==> src/design/mac_ctrl_pkg.sv <==
// Package with register map, field positions and timing counts of the block.
package mac_ctrl_pkg;
  localparam logic [7:0] ctrl_offset = 8'h00;
  localparam logic [7:0] status_offset = 8'h04;
  localparam logic [7:0] counters_offset = 8'h08;
  localparam int broadcast_block_bit = 11;
  localparam int retry_disable_bit = 10;
  localparam int pad_strip_enable_bit = 8;
  localparam int backoff_limit_lsb = 6;
  localparam int wakeup_frame_enable_bit = 0;
  localparam logic [31:0] ctrl_reset = 32'h0000_0000;
  localparam logic [4:0] max_attempts = 5'h10;
  localparam logic [4:0] k_cap = 5'h0A;
  localparam logic [19:0] lfsr_seed = 20'h00001;
  localparam logic [15:0] min_len_field = 16'h002E;
  localparam int slot_bits = 512;
  localparam int bit_time_ns = 100;
  localparam int clk_period_ns = 40;
  localparam int slot_time_ns = slot_bits * bit_time_ns;
  localparam logic [11:0] slot_cycles = 12'(slot_time_ns / clk_period_ns);
  localparam logic [1:0] axi_okay = 2'h0;
  localparam logic [1:0] axi_slverr = 2'h2;
  typedef enum logic [3:0] {
    tx_idle = 4'h1,
    tx_send = 4'h2,
    tx_wait = 4'h4,
    tx_done = 4'h8
  } tx_state_type;
endpackage

==> src/design/mac_frame_ctrl_backoff.sv <==
// Control settings, receive filtering and transmit backoff of the MAC.
//
// Implementation choices: the register addresses and register access over AXI4-Lite.
`timescale 1ns/100ps
// Overview of operation
// - With broadcast_block set every received broadcast word is dropped.
// - With retry disabled a collision abandons the frame with a retry error.
// - With retry enabled a frame gets 16 attempts before a retry error.
// - With pad stripping on, frames with length below 46 lose pad and FCS.
// - With pad stripping on, frames with length 46 or more pass whole.
// - With pad stripping off, every frame not dropped by broadcast_block passes unchanged.
// - After a collision the MAC waits r slot times, r below 2 to the K.
// - The wait value is the low K bits of a 20-bit LFSR.
// - The wait counts down once per slot time before the next attempt.
// - With wake-up enabled a broadcast wake-up frame raises wake-up.
// - The backoff_limit code caps the bits used at 10, 8, 4 or 1.
module mac_frame_ctrl_backoff (
  input wire logic aclk,
  input wire logic aresetn,
  input wire logic [7:0] s_axi_awaddr,
  input wire logic s_axi_awvalid,
  output logic s_axi_awready,
  input wire logic [31:0] s_axi_wdata,
  input wire logic [3:0] s_axi_wstrb,
  input wire logic s_axi_wvalid,
  output logic s_axi_wready,
  output logic [1:0] s_axi_bresp,
  output logic s_axi_bvalid,
  input wire logic s_axi_bready,
  input wire logic [7:0] s_axi_araddr,
  input wire logic s_axi_arvalid,
  output logic s_axi_arready,
  output logic [31:0] s_axi_rdata,
  output logic [1:0] s_axi_rresp,
  output logic s_axi_rvalid,
  input wire logic s_axi_rready,
  input wire logic [31:0] rx_in_data,
  input wire logic rx_in_valid,
  input wire logic rx_in_last,
  input wire logic rx_in_broadcast,
  input wire logic rx_in_wakeup,
  input wire logic [15:0] rx_in_len_field,
  output logic rx_in_ready,
  output logic [31:0] rx_out_data,
  output logic rx_out_valid,
  output logic rx_out_last,
  input wire logic rx_out_ready,
  output logic wakeup,
  input wire logic tx_start,
  input wire logic tx_collision,
  input wire logic tx_end,
  output logic tx_attempt,
  output logic tx_retry_error,
  output logic tx_frame_done
);
  import mac_ctrl_pkg::*;

  // Number of LFSR bits used: min(attempts, 10, cap of backoff_limit).
  function automatic logic [4:0] wait_bits(input logic [4:0] n,
                                           input logic [1:0] lim);
    logic [4:0] k;
    logic [4:0] cap;
    k = (n < k_cap) ? n : k_cap;
    case (lim)
      2'h0: cap = 5'h0A;
      2'h1: cap = 5'h08;
      2'h2: cap = 5'h04;
      default: cap = 5'h01;
    endcase
    wait_bits = (k < cap) ? k : cap;
  endfunction

  logic [31:0] ctrl_q;
  logic aw_got_q, w_got_q;
  logic [7:0] awaddr_q;
  logic [31:0] wdata_q;
  logic [3:0] wstrb_q;
  logic broadcast_block, retry_disable, pad_strip_enable, wake_en;
  logic [1:0] backoff_limit;
  logic [15:0] retry_err_count_q;
  logic [15:0] dropped_count_q;

  assign broadcast_block = ctrl_q[broadcast_block_bit];
  assign retry_disable = ctrl_q[retry_disable_bit];
  assign pad_strip_enable = ctrl_q[pad_strip_enable_bit];
  assign backoff_limit = ctrl_q[backoff_limit_lsb +: 2];
  assign wake_en = ctrl_q[wakeup_frame_enable_bit];

  // Write channel: address and data are taken in either order.
  always_ff @(posedge aclk) begin
    if (!aresetn) begin
      aw_got_q <= 1'b0;
      w_got_q <= 1'b0;
      awaddr_q <= 8'h00;
      wdata_q <= 32'h0000_0000;
      wstrb_q <= 4'h0;
      s_axi_awready <= 1'b0;
      s_axi_wready <= 1'b0;
      s_axi_bvalid <= 1'b0;
      s_axi_bresp <= axi_okay;
      ctrl_q <= ctrl_reset;
    end else begin
      s_axi_awready <= !aw_got_q && !s_axi_awready && !s_axi_bvalid;
      s_axi_wready <= !w_got_q && !s_axi_wready && !s_axi_bvalid;
      if (s_axi_awvalid && s_axi_awready) begin
        aw_got_q <= 1'b1;
        awaddr_q <= s_axi_awaddr;
        s_axi_awready <= 1'b0;
      end
      if (s_axi_wvalid && s_axi_wready) begin
        w_got_q <= 1'b1;
        wdata_q <= s_axi_wdata;
        wstrb_q <= s_axi_wstrb;
        s_axi_wready <= 1'b0;
      end
      if (aw_got_q && w_got_q && !s_axi_bvalid) begin
        aw_got_q <= 1'b0;
        w_got_q <= 1'b0;
        s_axi_bvalid <= 1'b1;
        if (awaddr_q[7:2] == ctrl_offset[7:2]) begin
          for (int i = 0; i < 4; i++) begin
            if (wstrb_q[i]) begin
              ctrl_q[i*8 +: 8] <= wdata_q[i*8 +: 8];
            end
          end
          s_axi_bresp <= axi_okay;
        end else if (awaddr_q[7:2] == status_offset[7:2] ||
                     awaddr_q[7:2] == counters_offset[7:2]) begin
          s_axi_bresp <= axi_okay;
        end else begin
          s_axi_bresp <= axi_slverr;
        end
      end else if (s_axi_bvalid && s_axi_bready) begin
        s_axi_bvalid <= 1'b0;
      end
    end
  end

  tx_state_type state_q;
  logic [4:0] attempts_q;
  logic [9:0] backoff_q;
  logic [11:0] slot_q;
  logic [19:0] lfsr_q;

  // Read channel: one cycle from address taken to data valid.
  always_ff @(posedge aclk) begin
    if (!aresetn) begin
      s_axi_arready <= 1'b0;
      s_axi_rvalid <= 1'b0;
      s_axi_rdata <= 32'h0000_0000;
      s_axi_rresp <= axi_okay;
    end else begin
      s_axi_arready <= !s_axi_arready && !s_axi_rvalid;
      if (s_axi_arvalid && s_axi_arready) begin
        s_axi_arready <= 1'b0;
        s_axi_rvalid <= 1'b1;
        s_axi_rresp <= axi_okay;
        if (s_axi_araddr[7:2] == ctrl_offset[7:2]) begin
          s_axi_rdata <= ctrl_q;
        end else if (s_axi_araddr[7:2] == status_offset[7:2]) begin
          s_axi_rdata <= {12'h000, backoff_q, 1'b0, attempts_q, state_q};
        end else if (s_axi_araddr[7:2] == counters_offset[7:2]) begin
          s_axi_rdata <= {dropped_count_q, retry_err_count_q};
        end else begin
          s_axi_rdata <= 32'h0000_0000;
          s_axi_rresp <= axi_slverr;
        end
      end else if (s_axi_rvalid && s_axi_rready) begin
        s_axi_rvalid <= 1'b0;
      end
    end
  end

  // Receive path: words are kept, dropped or trimmed before the buffer.
  logic [31:0] buf_data_q [2];
  logic [1:0] buf_last_q;
  logic buf_wr_q, buf_rd_q;
  logic [1:0] buf_cnt_q;
  logic in_frame_q, drop_q, strip_q;
  logic [15:0] kept_bytes_q;
  logic first_word, frame_drop, frame_strip, keep_word, push, pop;
  logic [15:0] payload_bytes;

  assign first_word = !in_frame_q;
  assign frame_drop = first_word ? (broadcast_block && rx_in_broadcast)
                                 : drop_q;
  assign frame_strip = first_word ? (pad_strip_enable &&
                                     rx_in_len_field < min_len_field)
                                  : strip_q;
  // Header (14 bytes) plus length-field payload are the bytes kept.
  assign payload_bytes = first_word ? rx_in_len_field + 16'h000E
                                    : kept_bytes_q;
  // pad and FCS words past the payload are discarded.
  assign keep_word = !frame_drop &&
                     (!frame_strip || payload_bytes != 16'h0000);
  assign pop = rx_out_valid && rx_out_ready;
  assign push = rx_in_valid && rx_in_ready && keep_word;

  always_ff @(posedge aclk) begin
    if (!aresetn) begin
      in_frame_q <= 1'b0;
      drop_q <= 1'b0;
      strip_q <= 1'b0;
      kept_bytes_q <= 16'h0000;
      dropped_count_q <= 16'h0000;
      wakeup <= 1'b0;
    end else begin
      wakeup <= 1'b0;
      if (rx_in_valid && rx_in_ready) begin
        in_frame_q <= !rx_in_last;
        drop_q <= frame_drop;
        strip_q <= frame_strip;
        kept_bytes_q <= (payload_bytes > 16'h0004) ?
                        payload_bytes - 16'h0004 : 16'h0000;
        if (first_word && frame_drop) begin
          dropped_count_q <= dropped_count_q + 16'h0001;
        end
        if (first_word && wake_en && rx_in_broadcast && rx_in_wakeup) begin
          wakeup <= 1'b1;
        end
      end
    end
  end

  // Two-entry buffer; a trimmed frame ends on its last kept word.
  logic push_last;
  assign push_last = rx_in_last ||
                     (frame_strip && payload_bytes <= 16'h0004);
  always_ff @(posedge aclk) begin
    if (!aresetn) begin
      buf_wr_q <= 1'b0;
      buf_rd_q <= 1'b0;
      buf_cnt_q <= 2'h0;
      buf_last_q <= 2'h0;
      buf_data_q[0] <= 32'h0000_0000;
      buf_data_q[1] <= 32'h0000_0000;
      rx_out_valid <= 1'b0;
      rx_out_data <= 32'h0000_0000;
      rx_out_last <= 1'b0;
      rx_in_ready <= 1'b0;
    end else begin
      // Ready is registered, so it looks ahead at the count after this edge.
      rx_in_ready <= (buf_cnt_q + 2'(push) - 2'(pop)) != 2'h2;
      if (push) begin
        buf_data_q[buf_wr_q] <= rx_in_data;
        buf_last_q[buf_wr_q] <= push_last;
        buf_wr_q <= !buf_wr_q;
      end
      if (pop) begin
        buf_rd_q <= !buf_rd_q;
      end
      buf_cnt_q <= buf_cnt_q + 2'(push) - 2'(pop);
      if (!rx_out_valid || pop) begin
        if (buf_cnt_q - 2'(pop) != 2'h0) begin
          rx_out_valid <= 1'b1;
          rx_out_data <= buf_data_q[buf_rd_q ^ pop];
          rx_out_last <= buf_last_q[buf_rd_q ^ pop];
        end else if (push) begin
          rx_out_valid <= 1'b1;
          rx_out_data <= rx_in_data;
          rx_out_last <= push_last;
        end else begin
          rx_out_valid <= 1'b0;
        end
      end
    end
  end

  // free-running 20-bit LFSR, taps 20 and 17.
  always_ff @(posedge aclk) begin
    if (!aresetn) begin
      lfsr_q <= lfsr_seed;
    end else begin
      lfsr_q <= {lfsr_q[18:0], lfsr_q[19] ^ lfsr_q[16]};
    end
  end

  // Transmit attempt control with truncated exponential backoff.
  logic [4:0] nbits;
  logic [9:0] mask;
  assign nbits = wait_bits(attempts_q, backoff_limit);
  assign mask = 10'((20'h00001 << nbits) - 20'h00001);

  always_ff @(posedge aclk) begin
    if (!aresetn) begin
      state_q <= tx_idle;
      attempts_q <= 5'h00;
      backoff_q <= 10'h000;
      slot_q <= 12'h000;
      tx_attempt <= 1'b0;
      tx_retry_error <= 1'b0;
      tx_frame_done <= 1'b0;
      retry_err_count_q <= 16'h0000;
    end else begin
      tx_attempt <= 1'b0;
      tx_retry_error <= 1'b0;
      tx_frame_done <= 1'b0;
      case (state_q)
        tx_idle: begin
          if (tx_start) begin
            attempts_q <= 5'h01;
            tx_attempt <= 1'b1;
            state_q <= tx_send;
          end
        end
        tx_send: begin
          if (tx_collision) begin
            // give up after one or sixteen attempts.
            if (retry_disable || attempts_q == max_attempts) begin
              tx_retry_error <= 1'b1;
              retry_err_count_q <= retry_err_count_q + 16'h0001;
              state_q <= tx_done;
            end else begin
              // wait drawn from the low bits.
              backoff_q <= lfsr_q[9:0] & mask;
              slot_q <= slot_cycles - 12'h001;
              state_q <= tx_wait;
            end
          end else if (tx_end) begin
            state_q <= tx_done;
          end
        end
        tx_wait: begin
          // count down one per slot time.
          if (backoff_q == 10'h000) begin
            attempts_q <= attempts_q + 5'h01;
            tx_attempt <= 1'b1;
            state_q <= tx_send;
          end else if (slot_q == 12'h000) begin
            slot_q <= slot_cycles - 12'h001;
            backoff_q <= backoff_q - 10'h001;
          end else begin
            slot_q <= slot_q - 12'h001;
          end
        end
        default: begin
          tx_frame_done <= 1'b1;
          state_q <= tx_idle;
        end
      endcase
    end
  end
endmodule

==> config.mk <==
export PLATFORM = sky130hd
export DESIGN_NAME = mac_frame_ctrl_backoff
export DESIGN_NICKNAME = d
export VERILOG_FILES = /design/src/design/mac_ctrl_pkg.sv /design/src/design/mac_frame_ctrl_backoff.sv
export SDC_FILE = /design/constraint.sdc
export NUM_CORES = 1
export LEC_CHECK = 0
export ABC_CLOCK_PERIOD_IN_PS = 8500
export BUFFER_PORTS_ARGS = -buffer_cell sky130_fd_sc_hd__clkbuf_2
export CAP_MARGIN = 25
export CORE_MARGIN = 5
export CORE_UTILIZATION = 60
export CTS_CLUSTER_DIAMETER = 150
export DETAILED_ROUTE_END_ITERATION = 7
export MAX_ROUTING_LAYER = met4
export PLACE_DENSITY = 0.81
export SLEW_MARGIN = 20
export SYNTH_ARGS = -nofsm -noshare
export SYNTH_HDL_FRONTEND = slang
export SYNTH_SLANG_ARGS = --single-unit
==> constraint.sdc <==
create_clock -name aclk -period 8.5 [get_ports aclk]
set_clock_uncertainty 0.05 [all_clocks]
set_input_delay 0.85 -clock aclk [delete_from_list [all_inputs] [get_ports aclk]]
set_output_delay 0.85 -clock aclk [all_outputs]
set_load 0.02 [all_outputs]
After elaboration in Yosys (flattened, before gate mapping). Memory sizes are Yosys's and may differ from the RTL's. Index checks and enable logic that the tools add are counted. Widths: inputs -> output; s select.

Bits in writable memories: 64. Memories kept: 1. Output and inout bits: 80. Memory bits (read-only): 0. Register bits: 266. Latch bits: 0.

Memories: buf_data_q (depth 2, bits a word 32, rd ports 1, clocked after Yosys merged registers in 0, write ports 2, line mac_frame_ctrl_backoff.sv:175) `logic [31:0] buf_data_q [2];`.

Bitwise operators: 4. $add $sub $neg: 11. Order comparisons: 8. Reduce and logical (&&, ||, !) cells: 74. Equality and inequality tests: 18. Shifts and indexed selects: 1. Multiplexer cells: 61. $mul: 0. Div/mod/pow operators: 0.

Operators by type and width (count): $mux 32 (6); $mux 12 (4); $mux 10 (4); $add 16x1->16 const B (2); $mux 16 (2); $reduce_or 32->1 (1); $logic_and 1x1->1 (24); $pmux 12 s2 (1); $pmux 4 s3 (2); $reduce_and 3->1 (8); $mux 1 (23); $mux 4 (5); $mux 5 (4); $pmux 10 s2 (1); $sub 10x1->10 const B (2); $add 16x4->16 const B (1); $gt 16x3->1 const B (1); $le 16x3->1 const B (1); $lt 16x6->1 const B (1); $reduce_bool 16->1 (1); $sub 16x3->16 const B (1); $logic_not 1->1 (14); $ne 2x2->1 const B (7); $eq 6x1->1 const B (2); 36 further kinds (59).

Logic depth before layout (Yosys ltp).
Depth in word-level cells: 12. Mapped depth: 16.

Worst setup path before layout. OpenSTA, ideal clock, no wires.

Path kind: input-to-reg. Start point: in rx_in_len_field[1]. End point: mem buf_data_q[0][0], enable pin. Arrival: 3313 ps. Required time: 8061 ps. Buffers on the path: 0. Cell stages on the path: 10. Setup time: 389 ps. Slack: 4747 ps. Cell sequence: inv_1 ha_1 nor2b_1 or4_4 a31oi_4 nor4_4 and4bb_4 a21oi_4 nand2b_1 nand2_1.

RTL lines: start: declaration (line mac_frame_ctrl_backoff.sv:42) `input wire logic [15:0] rx_in_len_field,`; end: declaration (line mac_frame_ctrl_backoff.sv:175).

Worst setup path in the final report.
Start point: reg attempts_q[2]. End point: reg backoff_q[8].

Longest elaborated chain between the ends: 10. Elaborated cells between the ends (all ways): 14. Classes of those cells: add/sub (1); order compare (2); eq/ne (2); shift (1); mux (5); bitwise (1); reduce/logical (2).

Ends and longest elaborated chain: start: declaration (line mac_frame_ctrl_backoff.sv:140) `logic [4:0] attempts_q;`; start signal: assignment (line mac_frame_ctrl_backoff.sv:326) `attempts_q <= attempts_q + 5'h01;`; $lt 5x4->1 (line mac_frame_ctrl_backoff.sv:63) `k = (n < k_cap) ? n : k_cap;`; $mux 5 (line mac_frame_ctrl_backoff.sv:63); $lt 5x5->1 (line mac_frame_ctrl_backoff.sv:70) `wait_bits = (k < cap) ? k : cap;`; $mux 5 (line mac_frame_ctrl_backoff.sv:70); $shl 1x5->10 (line mac_frame_ctrl_backoff.sv:282) `assign mask = 10'((20'h00001 << nbits) - 20'h00001);`; $sub 10x1->10 (line mac_frame_ctrl_backoff.sv:282); $and 10x10->10 (line mac_frame_ctrl_backoff.sv:315) `backoff_q <= lfsr_q[9:0] & mask;`; $mux 10 (line mac_frame_ctrl_backoff.sv:309) `if (retry_disable || attempts_q == max_attempts) begin`; $mux 10 (line mac_frame_ctrl_backoff.sv:307) `if (tx_collision) begin`; $pmux 10 s2 (line mac_frame_ctrl_backoff.sv:298) `case (state_q)`; end signal: assignment (line mac_frame_ctrl_backoff.sv:315); end signal: assignment (line mac_frame_ctrl_backoff.sv:331) `backoff_q <= backoff_q - 10'h001;`; end: declaration (line mac_frame_ctrl_backoff.sv:141) `logic [9:0] backoff_q;`.

Several ways; a longest one is shown, not always the timed one. The select of a mux whose other input is x is not followed. A chain may end at the register's enable or synchronous reset.

==> summary.md <==
The maximum net fanout on the critical path came out at 13. Walking the worst path, the cells encountered are a211oi_1, inv_1, ha_1, a21o_1, a21oi_1, o21ai_1, or2_1, o41a_1, ha_1, o31ai_1, mux2i_1, a31oi_1, o22ai_1. TritonCTS built the clock tree.

The capturing element type of the critical path is a register. Post-synthesis sequential element count: 326. The clock tree synthesis step divided the H-tree into 2 levels. Global routing used 24.6% of the available tracks. The proportion of netlist area held by the largest area contributor was 35.8%; the row count was 57. The detail route stage leaves a number of antenna-violating nets equal to 0. The share of layout cells above drive strength 1 is 15.2%, and the number of iterations in the first detailed-routing pass is 5. Entering global routing, the biggest net connects 116 pins. The run finished with clean final reports. The synthesized netlist occupies a cell area of 0.0147 mm².

The slowest stage of the critical path is the sky130_fd_sc_hd__a211oi_1 cell. The tool flagged a number of max-cap violations equal to 0. Counting every instance in the synthesized netlist gives 1640. Post-CTS timing repair inserted 0 buffers for setup.

The die width is 166 µm. The Yosys step of the flow raised 0 warnings. IR analysis of the VDD net gives a maximum drop of 0.179 mV.

In this design, the stage delay of the slowest critical-path cell is 520 ps. The most common cell in the synthesized netlist is sky130_fd_sc_hd__dfxtp_1. The tools report the maximum clock path buffer count as 3. Once detailed placement completed, the half-perimeter wirelength came to 23400 µm. The net count reported at finish was 1907; the routability congestion estimate from global placement was 0.914. The portion of the clock cycle consumed by the worst path in the final layout was 45.0%. Data arrival at the endpoint of the critical path: 4200 ps. For the pin with the worst max-slew slack, the measured transition is 1030 ps. Setup repair after global routing left no endpoint under its margin. The dominant synthesized flop cell was sky130_fd_sc_hd__dfxtp_1.

The class of the tightest hold or removal check is register to register. The cell sitting at the root of the clock tree is a sky130_fd_sc_hd__clkbuf_16. Port buffering added 188 buffers.

Clock-pin slew was measured on the worst setup and hold paths at 60 ps. The logs give 0 for the count of final setup violators and 0 ps for the setup TNS. The number of synthesized flops with an enable pin is 64, and the leakage power total is 6.74 nW. The synthesized netlist contains 79 unique library cells.

The number of antenna cells inserted came out at 0. The highest routed metal layer is met4. The die covers 0.0276 mm². During I/O placement, the number of pins put on the boundary was 195. Sequential cells were found to cover 48.9% of the synthesized design area. The first global-routing pass estimated 56900 µm of wire.

After global routing the overflow that remains totals 0. The power density of the placed cells is 251 mW/mm². The die is 166 µm tall. The final layout contains routed wiring with a total length of 35000 µm. Static timing analysis puts the maximum clock frequency at 262 MHz. Buffers inserted to repair hold after CTS numbered 0. The biggest area consumer among synthesized cells is sky130_fd_sc_hd__dfxtp_1. After routing the design area is 0.0168 mm².

The placed cell area was 0.0157 mm²; the detail-routed via count per cell was 5.81. The run gives 15200 µm as the detailed-routing wirelength on met1. The CTS sink count is 326. The core region is 0.0242 mm². The clock latency of the later-clocked register in the worst-skew pair came out at 510 ps. Dividing the detail-routed wire length by the instance count gives 16.5 µm. The logs give 0 for the hold violation count in the final report and 8880 ps for the required time of the worst setup path. For this block, the initial DRC count from the detailed router was 1266. Each instance of the synthesized netlist takes up on average 8.93 µm².

The worst slew margin relative to its limit is 31.2%. In this run, post-CTS repair resized a total of 0 instances. The proportion of register bits with asynchronous set or reset after synthesis is 0%. In this design, the critical path's most frequently occurring cell is sky130_fd_sc_hd__ha_1. For the via count, the log shows 12.4k. The shortest period the worst path allows was 3820 ps; the total DRC errors in the routed layout was 0. The relative area change from synthesis to final layout came out at 14.6%. Kind of start point of the critical path: a register. The run gives 0 as the number of slew-limit violations in the final report.

Counting instances in the post-synthesis netlist gives the leading cell types as sky130_fd_sc_hd__dfxtp_1, sky130_fd_sc_hd__nand2_1, sky130_fd_sc_hd__nor2_1. The tools report the number of global-route vias before repair as 11.5k. The critical path in this run is classified as register to register.

The run gives 34 as the TritonCTS buffer count. The tools report the total length of routed met2 wires as 16500 µm. Once the floorplan was initialized, standard cells occupied 60.6% of the core.

After synthesis, the cell types taking the most area are sky130_fd_sc_hd__dfxtp_1, sky130_fd_sc_hd__edfxtp_1, sky130_fd_sc_hd__nand2_1. Wire segments on met3 add up to 2430 µm in the final route. The initial antenna violation count was 1.
## layout make-up
type | count | area [µm²]
Timing Repair Buffer | 204 | 1080
Clock inverter | 7 | 80.1
Tap cell | 324 | 405
Multi-Input combinational cell | 1184 | 6950
Inverter | 25 | 101
Sequential cell | 326 | 7170
Fill cell | 1831 | 7390
Clock buffer | 55 | 1000
## flip-flops by register name (all words and copies together) (netlist names), 2 cells and up
| signal | cells |
|---|---|
| dropped_count_q | 16 |
| awaddr_q | 6 |
| attempts_q | 5 |
| wstrb_q | 4 |
| s_axi_rdata | 32 |
| backoff_q | 10 |
| buf_data_q | 64 |
| ctrl_q | 32 |
| state_q | 4 |
| slot_q | 12 |
| buf_cnt_q | 2 |
| kept_bytes_q | 16 |
| retry_err_count_q | 16 |
| buf_last_q | 2 |
| rx_out_data | 32 |
| lfsr_q | 20 |
| wdata_q | 32 |
## critical path, delay by kind of cell, from the launching register on
kind | cells | cell delay, ps
DFF | 1 | 460
AOI/OAI and AO/OA | 8 | 1830
buffers and inverters | 1 | 240
muxes | 1 | 300
adders and majority gates | 2 | 500
and+or+nand+nor | 1 | 380
## kinds of logic (layout without fill, tap and decap cells)
group / Yosys count / in the layout / share of synthesized area [%]
mux: 91 / 91 / 6.23
flops: 326 / 326 / 48.9
buf+inv: 131 / 291 / 3.89
simple gates: 702 / 702 / 22.9
compound gates: 314 / 314 / 13.2
fa+ha+maj: 17 / 17 / 1.45
xor+xnor: 58 / 58 / 3.47
other cells: 1 / 2 / 0.0256
## stage by stage
| step | hold slack (ps) | power, mW | cells | util (%) | setup WS (ps) |
|---|---|---|---|---|---|
| 3_5_place_dp | 368 | 2.81 | 2062 | 64.9 | 4310 |
| 4_1_cts | 390 | 4.24 | 2124 | 69.4 | 4740 |
| 2_1_floorplan | 362 | 2.58 | 1641 | - | 4750 |
| 6_report | 385 | 4.22 | 2125 | 69.4 | 4680 |
| 5_1_grt | 397 | 4.42 | 2125 | 69.4 | 4450 |
| 3_3_place_gp | 367 | 2.77 | 2060 | 64.8 | 4420 |
## routing by layer
| metal | global-route usage, % | vias to the layer above |
|---|---|---|
| li1 | - | 5987 |
| met1 | 32.5 | 5792 |
| met2 | 39.9 | 505 |
| met3 | 3.64 | 71 |
| met5 | - | - |
| met4 | 6.76 | 0 |
## path summary, 6_finish.rpt
kind | from | endpoint | cells after the start | slack (ps)
min | lfsr_q[18] | lfsr_q[19] | 1 | 380
min reg2reg | lfsr_q[18] | lfsr_q[19] | 1 | 380
max reg2reg | attempts_q[2] | backoff_q[8] | 13 | 4680
max | attempts_q[2] | backoff_q[8] | 13 | 4680
## cells in the final DEF (no fill, tap or decap), drive strengths merged, types with 17 or more instances in the layout
| cell | n |
|---|---|
| nand3 | 76 |
| xnor2 | 27 |
| xor2 | 31 |
| mux2i | 89 |
| ha | 17 |
| nor3 | 37 |
| nand2 | 245 |
| o21ai | 86 |
| inv | 25 |
| a22oi | 21 |
| and2 | 92 |
| nor2 | 161 |
| a21oi | 124 |
| clkbuf | 243 |
| edfxtp | 64 |
| dfxtp | 262 |
## where the power goes
part	switching [mW]	leakage [nW]	internal [mW]	total [mW]
Sequential	0.0779	2.80	1.71	1.79
Combinational	0.619	3.42	0.377	0.996
Clock	0.590	0.524	0.841	1.43
Total	1.29	6.74	2.93	4.22
(Power assumes the default switching activity.)
